### config.mk
export PLATFORM = sky130hd
export DESIGN_NAME = kts_ctrl
export DESIGN_NICKNAME = d
export VERILOG_FILES = /design/src/core/kts_pkg.sv /design/src/core/kts_ctrl.sv
export SDC_FILE = /design/constraint.sdc
export NUM_CORES = 1
export LEC_CHECK = 0
export BUFFER_PORTS_ARGS = -buffer_cell sky130_fd_sc_hd__buf_2
export CORE_ASPECT_RATIO = 1.75
export CORE_MARGIN = 4
export CORE_UTILIZATION = 45
export CTS_CLUSTER_DIAMETER = 50
export DETAILED_ROUTE_END_ITERATION = 7
export PLACE_DENSITY = 0.72
export RECOVER_POWER = 100
export SETUP_SLACK_MARGIN = 0.15
export SYNTH_ARGS = -nofsm -noshare
export SYNTH_HDL_FRONTEND = slang
export SYNTH_SLANG_ARGS = --single-unit
### constraint.sdc
create_clock -name clk -period 8 [get_ports clk]
set_clock_uncertainty 0.1 [all_clocks]
set_input_delay 1.6 -clock clk [delete_from_list [all_inputs] [get_ports clk]]
set_output_delay 1.6 -clock clk [all_outputs]
set_load 0.01 [all_outputs]
### src/core/kts_pkg.sv
// Package of constants and carrier types for the keying and test-input controller
package kts_pkg;
  localparam int unsigned CLK_HZ       = 125_000_000;
  localparam int unsigned HOLD_MS      = 10;
  localparam int unsigned HOLD_CYC     = CLK_HZ / 1000 * HOLD_MS;
  localparam int unsigned DIT_MS       = 50;
  localparam int unsigned DIT_CYC      = CLK_HZ / 1000 * DIT_MS;
  localparam int unsigned BAUD         = 9600;
  localparam int unsigned BIT_CYC      = CLK_HZ / BAUD;
  localparam int unsigned GATE_MS      = 1000;
  localparam int unsigned GATE_CYC     = CLK_HZ / 1000 * GATE_MS;
  localparam int unsigned PPS_MIN_US   = 1;
  localparam int unsigned PPS_MIN_CYC  = CLK_HZ / 1_000_000 * PPS_MIN_US * 2;
  localparam logic [1:0]  BTN_CHAN     = 2'h3;
  localparam logic [1:0]  DVM_CHAN     = 2'h2;
  localparam logic [1:0]  AUD_CHAN     = 2'h0;
  localparam logic [1:0]  FILT_CHAN    = 2'h1;
  // Button thresholds: midpoints between 0.00, 3.76, 4.55, 5.00 V on a 5 V, 10-bit scale
  localparam logic [9:0]  BTN_T_LEFT   = 10'h181;
  localparam logic [9:0]  BTN_T_RIGHT  = 10'h353;
  localparam logic [9:0]  BTN_T_CTR    = 10'h3d1;
  localparam logic [9:0]  AUD_ZERO     = 10'h200;
  localparam logic [7:0]  ADDR_CTRL    = 8'h00;
  localparam logic [7:0]  ADDR_STAT    = 8'h04;
  localparam logic [7:0]  ADDR_IMASK   = 8'h08;
  localparam logic [7:0]  ADDR_ISTAT   = 8'h0c;
  localparam logic [7:0]  ADDR_COUNTER_TEST_INPUT    = 8'h10;
  localparam logic [7:0]  ADDR_DVM     = 8'h14;
  localparam logic [7:0]  ADDR_AUDIO   = 8'h18;
  localparam logic [7:0]  ADDR_SGEN    = 8'h1c;
  localparam logic [7:0]  ADDR_GPS     = 8'h20;
  localparam logic [7:0]  ADDR_MENU    = 8'h24;
  localparam logic [2:0]  DIGITS       = 3'h7;
  typedef enum logic [1:0] {KTS_STRAIGHT = 2'h0, KTS_IAMBIC = 2'h1, KTS_BEACON = 2'h2} kts_mode_e;
  typedef enum logic [1:0] {KTS_NONE = 2'h0, KTS_LEFT = 2'h1, KTS_RIGHT = 2'h2, KTS_CTR = 2'h3}
    kts_btn_e;
  typedef enum logic [1:0] {KTS_RX = 2'h0, KTS_KEYED = 2'h1, KTS_HOLD = 2'h3} kts_trx_e;
  typedef struct packed {
    logic [1:0] chan;
    logic       start;
  } kts_adc_req_s;
  typedef struct packed {
    logic       rx_enable;
    logic       tx_mute;
    logic       key_out;
  } kts_trx_s;
endpackage

### src/core/kts_ctrl.sv
// Keying sequencer, button decoder, GPS inputs, counter and meters behind AXI4-Lite
`timescale 1ns/1ns
module kts_ctrl #(
  parameter int unsigned HOLD_CYCLES = kts_pkg::HOLD_CYC,
  parameter int unsigned DIT_CYCLES  = kts_pkg::DIT_CYC,
  parameter int unsigned BIT_CYCLES  = kts_pkg::BIT_CYC,
  parameter int unsigned GATE_CYCLES = kts_pkg::GATE_CYC
) (
  input  wire logic                 clk,
  input  wire logic                 reset,
  input  wire logic [7:0]           s_axi_awaddr,
  input  wire logic                 s_axi_awvalid,
  output logic                      s_axi_awready,
  input  wire logic [31:0]          s_axi_wdata,
  input  wire logic [3:0]           s_axi_wstrb,
  input  wire logic                 s_axi_wvalid,
  output logic                      s_axi_wready,
  output logic [1:0]                s_axi_bresp,
  output logic                      s_axi_bvalid,
  input  wire logic                 s_axi_bready,
  input  wire logic [7:0]           s_axi_araddr,
  input  wire logic                 s_axi_arvalid,
  output logic                      s_axi_arready,
  output logic [31:0]               s_axi_rdata,
  output logic [1:0]                s_axi_rresp,
  output logic                      s_axi_rvalid,
  input  wire logic                 s_axi_rready,
  input  wire logic                 dot_pps_in,
  input  wire logic                 dash_serial_in,
  input  wire logic                 button_in,
  input  wire logic                 counter_test_input,
  input  wire logic                 enc_ccw_step,
  output kts_pkg::kts_adc_req_s     adc_req,
  input  wire logic                 adc_done,
  input  wire logic [9:0]           adc_data,
  output kts_pkg::kts_trx_s         trx,
  output logic                      sidetone_en,
  output logic                      practice_ind,
  output logic                      sgen_run,
  output logic                      irq
);
  // Control: [1:0] mode, [2] practice, [3] gps_sel, [4] align, [5] meter_go, [6] test_menu
  logic [31:0] ctrl_r;
  logic [5:0]  imask_r;
  logic [5:0]  istat_r;
  logic [5:0]  ev;
  logic        aw_hold_r;
  logic        w_hold_r;
  logic [7:0]  awaddr_r;
  logic [31:0] wdata_r;
  logic        wr_go;
  logic        dot_d_r;
  logic        dash_d_r;
  logic        btn_d_r;
  logic        cnt_d_r;
  kts_pkg::kts_mode_e mode;
  logic        gps_sel;
  logic        practice;

  function automatic kts_pkg::kts_btn_e btn_class(input logic [9:0] code);
    if (code >= kts_pkg::BTN_T_CTR) return kts_pkg::KTS_CTR;
    if (code >= kts_pkg::BTN_T_RIGHT) return kts_pkg::KTS_RIGHT;
    if (code >= kts_pkg::BTN_T_LEFT) return kts_pkg::KTS_LEFT;
    return kts_pkg::KTS_NONE;
  endfunction

  assign mode     = kts_pkg::kts_mode_e'(ctrl_r[1:0]);
  assign gps_sel  = ctrl_r[3];

  always_ff @(posedge clk) begin
    if (reset) begin
      dot_d_r  <= 1'b0;
      dash_d_r <= 1'b1;
      btn_d_r  <= 1'b0;
      cnt_d_r  <= 1'b0;
    end else begin
      dot_d_r  <= dot_pps_in;
      dash_d_r <= dash_serial_in;
      btn_d_r  <= button_in;
      cnt_d_r  <= counter_test_input;
    end
  end

  // ADC sequencer: button conversions win over meter polls
  logic [1:0]  adc_chan_r;
  logic        adc_start_r;
  logic        adc_busy_r;
  logic        btn_pend_r;
  logic [1:0]  btn_code_r;
  logic [9:0]  dvm_r;
  logic [9:0]  aud_r;
  logic [9:0]  filt_r;
  logic        meter_tgl_r;
  always_ff @(posedge clk) begin
    if (reset) begin
      adc_chan_r  <= 2'h0;
      adc_start_r <= 1'b0;
      adc_busy_r  <= 1'b0;
      btn_pend_r  <= 1'b0;
      btn_code_r  <= 2'h0;
      dvm_r       <= 10'h000;
      aud_r       <= kts_pkg::AUD_ZERO;
      filt_r      <= kts_pkg::AUD_ZERO;
      meter_tgl_r <= 1'b0;
    end else begin
      adc_start_r <= 1'b0;
      if (button_in && !btn_d_r)
        btn_pend_r <= 1'b1;
      if (!adc_busy_r) begin
        if (btn_pend_r) begin
          adc_chan_r  <= kts_pkg::BTN_CHAN;
          adc_start_r <= 1'b1;
          adc_busy_r  <= 1'b1;
          btn_pend_r  <= 1'b0;
        end else if (ctrl_r[5]) begin
          adc_chan_r  <= meter_tgl_r ? kts_pkg::DVM_CHAN
                       : (ctrl_r[4] ? kts_pkg::FILT_CHAN : kts_pkg::AUD_CHAN);
          meter_tgl_r <= ~meter_tgl_r;
          adc_start_r <= 1'b1;
          adc_busy_r  <= 1'b1;
        end
      end else if (adc_done) begin
        adc_busy_r <= 1'b0;
        unique case (adc_chan_r)
          kts_pkg::BTN_CHAN:  btn_code_r <= btn_class(adc_data);
          kts_pkg::DVM_CHAN:  dvm_r <= adc_data;
          kts_pkg::AUD_CHAN:  aud_r <= adc_data;
          kts_pkg::FILT_CHAN: filt_r <= adc_data;
        endcase
      end
    end
  end
  assign adc_req = '{chan: adc_chan_r, start: adc_start_r};

  // Serial receiver on the dash line, 8N1
  logic [31:0] rx_cnt_r;
  logic [3:0]  rx_bit_r;
  logic [7:0]  rx_sh_r;
  logic [7:0]  rx_byte_r;
  logic        rx_act_r;
  logic        rx_stb;
  always_ff @(posedge clk) begin
    if (reset) begin
      rx_cnt_r  <= 32'h0;
      rx_bit_r  <= 4'h0;
      rx_sh_r   <= 8'h00;
      rx_byte_r <= 8'h00;
      rx_act_r  <= 1'b0;
    end else if (!rx_act_r) begin
      if (!dash_serial_in && dash_d_r) begin
        rx_act_r <= 1'b1;
        rx_cnt_r <= 32'(BIT_CYCLES / 2);
        rx_bit_r <= 4'h0;
      end
    end else if (rx_cnt_r != 32'h0) begin
      rx_cnt_r <= rx_cnt_r - 32'h1;
    end else begin
      rx_cnt_r <= 32'(BIT_CYCLES - 1);
      rx_bit_r <= rx_bit_r + 4'h1;
      if (rx_bit_r == 4'h0 && dash_serial_in)
        rx_act_r <= 1'b0; // False start
      else if (rx_bit_r >= 4'h1 && rx_bit_r <= 4'h8)
        rx_sh_r <= {dash_serial_in, rx_sh_r[7:1]};
      else if (rx_bit_r == 4'h9) begin
        rx_act_r <= 1'b0;
        if (dash_serial_in)
          rx_byte_r <= rx_sh_r;
      end
    end
  end
  assign rx_stb = rx_act_r && rx_cnt_r == 32'h0 && rx_bit_r == 4'h9 && dash_serial_in;

  // Auto practice: a valid frame on the paddle line protects the PA
  logic auto_prac_r;
  always_ff @(posedge clk) begin
    if (reset)
      auto_prac_r <= 1'b0;
    else if (rx_stb && !ctrl_r[2])
      auto_prac_r <= 1'b1;
    else if (wr_go && awaddr_r == kts_pkg::ADDR_CTRL && wdata_r[2])
      auto_prac_r <= 1'b0;
  end
  assign practice     = ctrl_r[2] | auto_prac_r;
  assign practice_ind = practice;

  // Pulse-per-second: second timed from the rising edge
  logic [31:0] pps_run_r;
  logic [31:0] pps_period_r;
  logic [31:0] pps_wid_r;
  logic        pps_stb;
  always_ff @(posedge clk) begin
    if (reset) begin
      pps_run_r    <= 32'h0;
      pps_period_r <= 32'h0;
      pps_wid_r    <= 32'h0;
    end else begin
      pps_run_r <= pps_run_r + 32'h1;
      pps_wid_r <= dot_pps_in ? pps_wid_r + 32'h1 : 32'h0;
      if (pps_stb) begin
        pps_period_r <= pps_run_r;
        pps_run_r    <= 32'h1;
      end
    end
  end
  // Only the paddle dot line in GPS use carries the pulse
  assign pps_stb = gps_sel && dot_pps_in && !dot_d_r;

  // Frequency counter gated by a one-second window
  logic [31:0] gate_r;
  logic [31:0] edges_r;
  logic [31:0] counter_test_input_r;
  logic        gate_stb;
  assign gate_stb = gate_r == 32'(GATE_CYCLES - 1);
  always_ff @(posedge clk) begin
    if (reset) begin
      gate_r  <= 32'h0;
      edges_r <= 32'h0;
      counter_test_input_r  <= 32'h0;
    end else begin
      gate_r <= gate_stb ? 32'h0 : gate_r + 32'h1;
      // Sampled edges: above half of the clock the count aliases
      if (gate_stb) begin
        counter_test_input_r  <= edges_r + {31'h0, counter_test_input & ~cnt_d_r};
        edges_r <= 32'h0;
      end else if (counter_test_input && !cnt_d_r)
        edges_r <= edges_r + 32'h1;
    end
  end

  // Element timer for keyer and beacon modes
  logic [31:0] el_cnt_r;
  logic        el_key_r;
  logic        el_gap_r;
  logic [1:0]  el_len_r;
  logic        el_req;
  logic        dash_p;
  assign dash_p = ~dash_serial_in & ~gps_sel;
  assign el_req = (mode == kts_pkg::KTS_BEACON) ? ctrl_r[7]
                : (~dot_pps_in & ~gps_sel) | dash_p;
  always_ff @(posedge clk) begin
    if (reset) begin
      el_cnt_r <= 32'h0;
      el_key_r <= 1'b0;
      el_gap_r <= 1'b0;
      el_len_r <= 2'h0;
    end else if (el_cnt_r != 32'h0) begin
      el_cnt_r <= el_cnt_r - 32'h1;
    end else if (el_key_r) begin
      el_key_r <= 1'b0;
      el_gap_r <= 1'b1;
      el_cnt_r <= 32'(DIT_CYCLES - 1);
    end else if (el_req && mode != kts_pkg::KTS_STRAIGHT) begin
      el_key_r <= 1'b1;
      el_gap_r <= 1'b0;
      el_len_r <= dash_p ? 2'h3 : 2'h1;
      // Exact dit: DIT_CYCLES of high, dash three times that
      el_cnt_r <= dash_p ? 32'(3 * DIT_CYCLES - 1) : 32'(DIT_CYCLES - 1);
    end else
      el_gap_r <= 1'b0;
  end

  logic key_src;
  assign key_src = (mode == kts_pkg::KTS_STRAIGHT) ? (~dot_pps_in & ~gps_sel) : el_key_r;

  // Transmit/receive sequencer
  kts_pkg::kts_trx_e trx_st_r;
  logic [31:0]       hold_r;
  logic              key_r;
  always_ff @(posedge clk) begin
    if (reset) begin
      trx_st_r <= kts_pkg::KTS_RX;
      hold_r   <= 32'h0;
      key_r    <= 1'b0;
    end else begin
      key_r <= key_src & ~practice;
      unique case (trx_st_r)
        kts_pkg::KTS_RX:
          if (key_src && !practice)
            trx_st_r <= kts_pkg::KTS_KEYED;
        kts_pkg::KTS_KEYED:
          if (!key_r) begin
            trx_st_r <= kts_pkg::KTS_HOLD;
            hold_r   <= 32'(HOLD_CYCLES - 1);
          end
        kts_pkg::KTS_HOLD:
          if (key_r)
            trx_st_r <= kts_pkg::KTS_KEYED;
          else if (hold_r == 32'h0)
            trx_st_r <= kts_pkg::KTS_RX;
          else
            hold_r <= hold_r - 32'h1;
        default:
          trx_st_r <= kts_pkg::KTS_RX;
      endcase
    end
  end
  assign trx.key_out   = key_r;
  assign trx.rx_enable = trx_st_r == kts_pkg::KTS_RX;
  assign trx.tx_mute   = ~trx.rx_enable;
  assign sidetone_en   = practice ? key_src : key_r;

  // Signal generator and menu: cursor 0 is the leftmost digit
  logic [2:0] cursor_r;
  logic       edit_r;
  logic       sgen_r;
  logic       item95_r;
  logic       sel_stb;
  logic       exit_stb;
  logic       btn_stb;
  assign btn_stb  = adc_busy_r && adc_done && adc_chan_r == kts_pkg::BTN_CHAN;
  assign sel_stb  = btn_stb && btn_class(adc_data) == kts_pkg::KTS_LEFT;
  assign exit_stb = btn_stb && btn_class(adc_data) == kts_pkg::KTS_RIGHT;
  always_ff @(posedge clk) begin
    if (reset) begin
      cursor_r <= 3'h0;
      edit_r   <= 1'b0;
      sgen_r   <= 1'b0;
      item95_r <= 1'b0;
    end else begin
      if (exit_stb) begin
        edit_r <= 1'b0;
        if (!edit_r)
          sgen_r <= 1'b0;
      end else if (sel_stb && ctrl_r[6] && !item95_r) begin
        if (!edit_r) begin
          edit_r   <= 1'b1;
          sgen_r   <= 1'b1;
          cursor_r <= 3'h0;
        end else if (cursor_r == kts_pkg::DIGITS - 3'h1)
          edit_r <= 1'b0;
        else
          cursor_r <= cursor_r + 3'h1;
      end
      if (enc_ccw_step && ctrl_r[6] && !edit_r && !item95_r)
        item95_r <= 1'b1;
      else if (!ctrl_r[6] || exit_stb)
        item95_r <= 1'b0;
    end
  end
  assign sgen_run = sgen_r;

  // Interrupt events: button, rx byte, pps, gate, auto practice, keyed
  assign ev = {trx_st_r == kts_pkg::KTS_RX && key_src && !practice,
               rx_stb && !ctrl_r[2], gate_stb, pps_stb, rx_stb, btn_stb};
  always_ff @(posedge clk) begin
    if (reset)
      istat_r <= 6'h00;
    else if (wr_go && awaddr_r == kts_pkg::ADDR_ISTAT)
      istat_r <= (istat_r & ~wdata_r[5:0]) | ev; // Set wins over clear
    else
      istat_r <= istat_r | ev;
  end
  assign irq = |(istat_r & imask_r);

  // AXI4-Lite write: address and data in either order
  assign s_axi_awready = !aw_hold_r && !s_axi_bvalid;
  assign s_axi_wready  = !w_hold_r && !s_axi_bvalid;
  assign wr_go = aw_hold_r && w_hold_r;
  always_ff @(posedge clk) begin
    if (reset) begin
      aw_hold_r    <= 1'b0;
      w_hold_r     <= 1'b0;
      awaddr_r     <= 8'h00;
      wdata_r      <= 32'h0;
      s_axi_bvalid <= 1'b0;
      s_axi_bresp  <= 2'h0;
      ctrl_r       <= 32'h0;
      imask_r      <= 6'h00;
    end else begin
      if (s_axi_awvalid && s_axi_awready) begin
        aw_hold_r <= 1'b1;
        awaddr_r  <= s_axi_awaddr;
      end
      if (s_axi_wvalid && s_axi_wready) begin
        w_hold_r <= 1'b1;
        wdata_r  <= s_axi_wdata;
      end
      if (wr_go) begin
        aw_hold_r    <= 1'b0;
        w_hold_r     <= 1'b0;
        s_axi_bvalid <= 1'b1;
        s_axi_bresp  <= 2'h0;
        unique case (awaddr_r)
          kts_pkg::ADDR_CTRL:  ctrl_r <= {24'h0, wdata_r[7:0]};
          kts_pkg::ADDR_IMASK: imask_r <= wdata_r[5:0];
          kts_pkg::ADDR_ISTAT: ;
          default:             s_axi_bresp <= 2'h2;
        endcase
      end else if (s_axi_bvalid && s_axi_bready)
        s_axi_bvalid <= 1'b0;
    end
  end

  // AXI4-Lite read
  assign s_axi_arready = !s_axi_rvalid;
  always_ff @(posedge clk) begin
    if (reset) begin
      s_axi_rvalid <= 1'b0;
      s_axi_rdata  <= 32'h0;
      s_axi_rresp  <= 2'h0;
    end else if (s_axi_arvalid && s_axi_arready) begin
      s_axi_rvalid <= 1'b1;
      s_axi_rresp  <= 2'h0;
      unique case (s_axi_araddr)
        kts_pkg::ADDR_CTRL:  s_axi_rdata <= ctrl_r;
        kts_pkg::ADDR_STAT:  s_axi_rdata <= {20'h0, btn_code_r, el_len_r, el_gap_r, practice,
                                             auto_prac_r, trx.key_out, trx.tx_mute,
                                             trx.rx_enable, trx_st_r};
        kts_pkg::ADDR_IMASK: s_axi_rdata <= {26'h0, imask_r};
        kts_pkg::ADDR_ISTAT: s_axi_rdata <= {26'h0, istat_r};
        kts_pkg::ADDR_COUNTER_TEST_INPUT:  s_axi_rdata <= counter_test_input_r;
        kts_pkg::ADDR_DVM:   s_axi_rdata <= {22'h0, dvm_r};
        kts_pkg::ADDR_AUDIO: s_axi_rdata <= {6'h0, filt_r, 6'h0, aud_r};
        kts_pkg::ADDR_SGEN:  s_axi_rdata <= {26'h0, item95_r, cursor_r, edit_r, sgen_r};
        kts_pkg::ADDR_GPS:   s_axi_rdata <= pps_period_r;
        kts_pkg::ADDR_MENU:  s_axi_rdata <= {23'h0, pps_wid_r >= 32'(kts_pkg::PPS_MIN_CYC),
                                             rx_byte_r};
        default: begin
          s_axi_rdata <= 32'h0;
          s_axi_rresp <= 2'h2;
        end
      endcase
    end else if (s_axi_rvalid && s_axi_rready)
      s_axi_rvalid <= 1'b0;
  end
endmodule

=== Yosys cells after proc, flatten, opt, wreduce, memory -nomap -nowiden ===
Index checks and enable logic that the tools add are counted.
W data, S select, Z words.

* $lt $le $gt $ge: 6
* Mux-type cells: 94
* Multipliers: 0
* Bitwise gates (word level): 26
* Reductions and logical operators: 94
* Divide/modulo/power cells: 0
* Equal/unequal tests: 31
* $add $sub $neg: 10
* Shift operators: 0

{| class="wikitable"
|+ Operators with widths
! kind !! number
|-
| $pmux W32 S10 || 1
|-
| $mux W32 || 9
|-
| $add A32 B1 Y32 const B || 4
|-
| $sub A32 B1 Y32 const B || 3
|-
| $logic_not A32 Y1 || 2
|-
| $pmux W32 S2 || 1
|-
| $reduce_bool A32 Y1 || 2
|-
| $mux W1 || 56
|-
| $mux W2 || 19
|-
| $logic_and A1 B1 Y1 || 35
|-
| $add A32 B1 Y32 || 1
|-
| $eq A32 B27 Y1 const B || 1
|-
| $eq A8 B4 Y1 const B || 4
|-
| $eq A8 B5 Y1 const B || 4
|-
| $ge A32 B8 Y1 const B || 1
|-
| $reduce_and A3 Y1 || 9
|-
| $mux W25 || 1
|-
| $ge A10 B10 Y1 const B || 2
|-
| $reduce_bool A2 Y1 || 9
|-
| $eq A8 B6 Y1 const B || 2
|-
| $logic_not A8 Y1 || 2
|-
| $not A1 Y1 || 15
|-
| $ne A2 B2 Y1 const B || 7
|-
| $logic_not A1 Y1 || 13
|-
| other kinds (32) || 58
|}

* ROM bits: 0
* Logic and storage cells: 310
* Latch bits: 0
* Input port bits: 75
* Output and inout port bits: 51
* Memory bits (writable): 0
* Bits in registers: 441
* Memories kept: 0

=== Logic depth before layout (Yosys ltp) ===
* Depth in word-level cells: 20
* Depth in mapped cells: 10
* Mapped depth without buffers: 9

=== Worst setup path before layout ===
Ideal clock, no wire load.

* Path type: input port to output port
* Start: input dot_pps_in
* End: output sidetone_en
* Required time: 6300 ps
* Path slack: 4125 ps
* Arrival time: 2175 ps
* Cell stages on the path: 2
* Path buffers: 0
* Cell sequence: o41a_1 > a21oi_1

* Cells in the longest elaborated chain, start to end: 4

{| class="wikitable"
|+ Ends and longest elaborated chain
! item !! line !! text
|-
| start, declared || kts_ctrl.sv:28 || <nowiki>input wire logic dot_pps_in,</nowiki>
|-
| $not A1 Y1 (no line) || - ||
|-
| $and A1 B1 Y1 || kts_ctrl.sv:263 || <nowiki>assign key_src = (mode == kts_pkg::KTS_STRAIGHT) ? (~dot_pps_in & ~gps_sel) : el_key_r;</nowiki>
|-
| $mux W1 || kts_ctrl.sv:263 ||
|-
| $mux W1 || kts_ctrl.sv:300 || <nowiki>assign sidetone_en = practice ? key_src : key_r;</nowiki>
|-
| end, declared || kts_ctrl.sv:37 || <nowiki>output logic sidetone_en,</nowiki>
|}

No other way between the ends.

==> flow_summary.yaml <==
logic_synthesis:
  ys_seq_area_frac: 0.4332
  async_reset_ff_frac: 0
  synthCells: 2447
  syn_area_sq_um: 20290
  synth_ff_type: "dfxtp_1"
  synth_warnings: 0
  synth_area_per_cell_sq_um: 8.291
  ys_ff_latch: 439
  synth_cell_types: 75
  synth-edff-count: 0
placement:
  placed_area_sq_um: 21100
  gp_congestion: 0.9101
  portBuffers: 95
  post-dp-hpwl_mm: 40.83
  pre_cts_slack_ns: 3.720
clocking:
  post_cts_resized: 0
  clk_path_buf_depth: 3
  cts_root_buf: "clkbuf_16"
  clock_latency_ns: 0.57
  numCtsBuffers: 43
  cts_tree: "yes"
  clock_sinks: 439
  cts.clk_slew.worst_paths_ns: 0.07
  hold_buffers: 0
  postCtsSetupBuffers: 0
  cts.htree.levels: 2
timing:
  worstMarginPinSlew_ns: 3.378
  setup_violations: 0
  slew_viol_final: 136
  finalHoldViolCount: 0
  tns_ns: 0
  relSlewSlack: -1.252
  rsz0062_at_grt: "false"
  timing.fmax_mhz: 181.6
  fin_crit_sh: 0.6885
  fin_ws_ns: 2.492
  fin_crit_ns: 5.508
  holdWs_ns: 0.3541
critical_path:
  reg2reg_slack_ns: 4.00
  path_class: "in2reg"
  crit_path_start_kind: "input pin"
  path_max_fanout: 76
  cp_num_buf_inv: 2
  worstPathArrival_ns: 5.74
  endpoint_kind: "flip-flop"
  path_delay_family: "buffers and inverters"
  slowest_delay_ns: 2.47
  slowest_stage: "clkbuf_1"
  path_cells: "clkbuf_1 -> clkbuf_1 -> a311o_1 -> o41ai_1"
  critPathRequiredTime_ns: 8.23
  cpMostUsedCell: "clkbuf_1"
pwr:
  p_per_area_nw_per_um2: 244.2
  vdd_drop_max_mv: 0.1872
  cellLeakagePower_nw: 7.720
drt:
  wl_per_cell_um: 18.61
  num_vias: 18400
  routed_wl_mm: 57.25
  drc_errors: 0
  ant_nets: 0
  first_pass_iters: 7
  drt_iter0_markers: 1546
  drt-vias-per-instance: 5.979
global_routing:
  grt_max_degree: 78
  grt_overflow_total: 0
  grt_pass1_wl_mm: 91.88
  grt_pass1_vias: 17680
  grt_antenna_before_repair: 6
  grt_usage: 0.2275
die:
  die_h_um: 288.9
  dieArea_sq_um: 48680
  core_sq_um: 44410
  rows: 102
  chipWidth_um: 168.5
  ios: 126
  initial_core_util: 0.4568
finish:
  multi_input_area_sq_um: 10800
  seqCellArea_sq_um: 8788
  layout.nets: 2557
  area_growth_pct: 11.26
  layout-drive-gt1-share: 0.06723
  fin_area_sq_um: 22570
  nFillCells: 4227
status:
  violations: "capacitance limit, slew limit"
  outcome: "complete, but fails checks"
job:
  maxCapViolations: 4
hold_path:
  min_path_type: "reg2reg"
-- cells in the mapped netlist (all sizes together) (48+ instances only) --
master	count	area (sq um)
xor2	96	840.8
nand2	307	1155
o21ai	62	310.3
or3	50	312.8
nor4	55	389.1
nor2	286	1074
nor3	72	370.4
mux2i	48	480.5
nand4	69	431.7
nand3	103	515.5
xnor2	56	490.5
a21oi	186	930.9
dfxtp	439	8788
clkbuf	113	424.2
-- logic make-up after synthesis --
| logic type | synth area share |
|---|---|
| buffers and inverters | 0.03509 |
| other | 0.0001848 |
| DFF | 0.4332 |
| adders and majority gates | 0.01048 |
| and+or+nand+nor | 0.2729 |
| xor gates and xnor gates | 0.06562 |
| AOI/OAI and AO/OA | 0.1572 |
| muxes | 0.02535 |
-- flip-flops by register name, indices dropped and copies added, names as in the netlist, 10 cells and up --
register              flops
dvm_r                    10
rx_cnt_r                 32
gate_r                   32
aud_r                    10
hold_r                   32
pps_wid_r                32
edges_r                  32
counter_test_input_r     32
filt_r                   10
pps_period_r             32
el_cnt_r                 32
pps_run_r                32
s_axi_rdata              32
-- worst min-delay path: stages, from the launching register on --
cell     delay, ns
dfxtp_1       0.31
nand2_1       0.05
a21oi_1       0.05
-- per-layer routing --
metal / up-vias / global-route usage / share of wire
met5: - / 0 / 0.00037
met4: 4 / 0.1113 / 0.054
met3: 166 / 0.03631 / 0.050
met2: 542 / 0.4253 / 0.52
met1: 8817 / 0.2475 / 0.38
li1: 8867 / - / -
-- metrics by stage --
stage / cells / power (mW) / utilization
6_report: 3077 / 5.513 / 0.5083
5_1_grt: 3073 / 5.751 / 0.5080
4_1_cts: 3071 / 5.548 / 0.5102
3_5_place_dp: 2992 / 3.342 / 0.4752
3_3_place_gp: 2992 / 3.299 / 0.4752
2_1_floorplan: 2448 / 3.122 / -
-- power by group --
part           total (mW)  switching (mW)  internal [mW]
clock network        2.21           0.922           1.29
registers            2.40           0.112           2.29
logic               0.902           0.590          0.311
total                5.51            1.62           3.89
-- worst paths after layout --
check                               endpoint         from  depth (start not counted)
worst max-delay path               hold_r[3]        reset                          4
worst min-delay path             awaddr_r[0]  awaddr_r[0]                          2
worst max register to register  rx_byte_r[5]     rx_act_r                          5
worst min register to register   awaddr_r[0]  awaddr_r[0]                          2
-- final cells by class --
cell class | count | area share
clock inverter | 22 | 0.01491
timing repair buffer | 115 | 0.02461
tap | 572 | 0.03171
antenna | 6 | 0.0006652
inverter | 39 | 0.006485
sequential | 439 | 0.3893
multi-input combinational | 1827 | 0.4783
clock buffer | 57 | 0.05399
-- cells in the final DEF, fill, tap and decap left out, types with 13 or more instances in the layout --
master     synthesis  final
a31oi_1           24     24
or3_1             50     50
buf_2              5     45
nor2b_1           13     13
nor3_1            70     70
a22oi_1           33     33
nand3_1          103    103
clkbuf_16          0     43
ha_1              17     17
nor2_1           286    286
nand2_1          306    306
or4_1             31     31
and4_1            28     28
mux2i_1           48     48
o21ai_0           62     62
a222oi_1          13     13
and2_1            19     19
buf_4              4     18
xor2_1            96     96
a211oi_1          29     29
dfxtp_1          439    439
inv_1             38     38
and3_1            22     22
a21oi_1          186    186
o31ai_1           24     24
nor4_1            52     51
nand4_1           69     69
a22o_1            23     23
clkbuf_1         113     57
xnor2_1           56     56
nand2b_1          16     15
No activity file was read; power rests on OpenSTA's default activity.
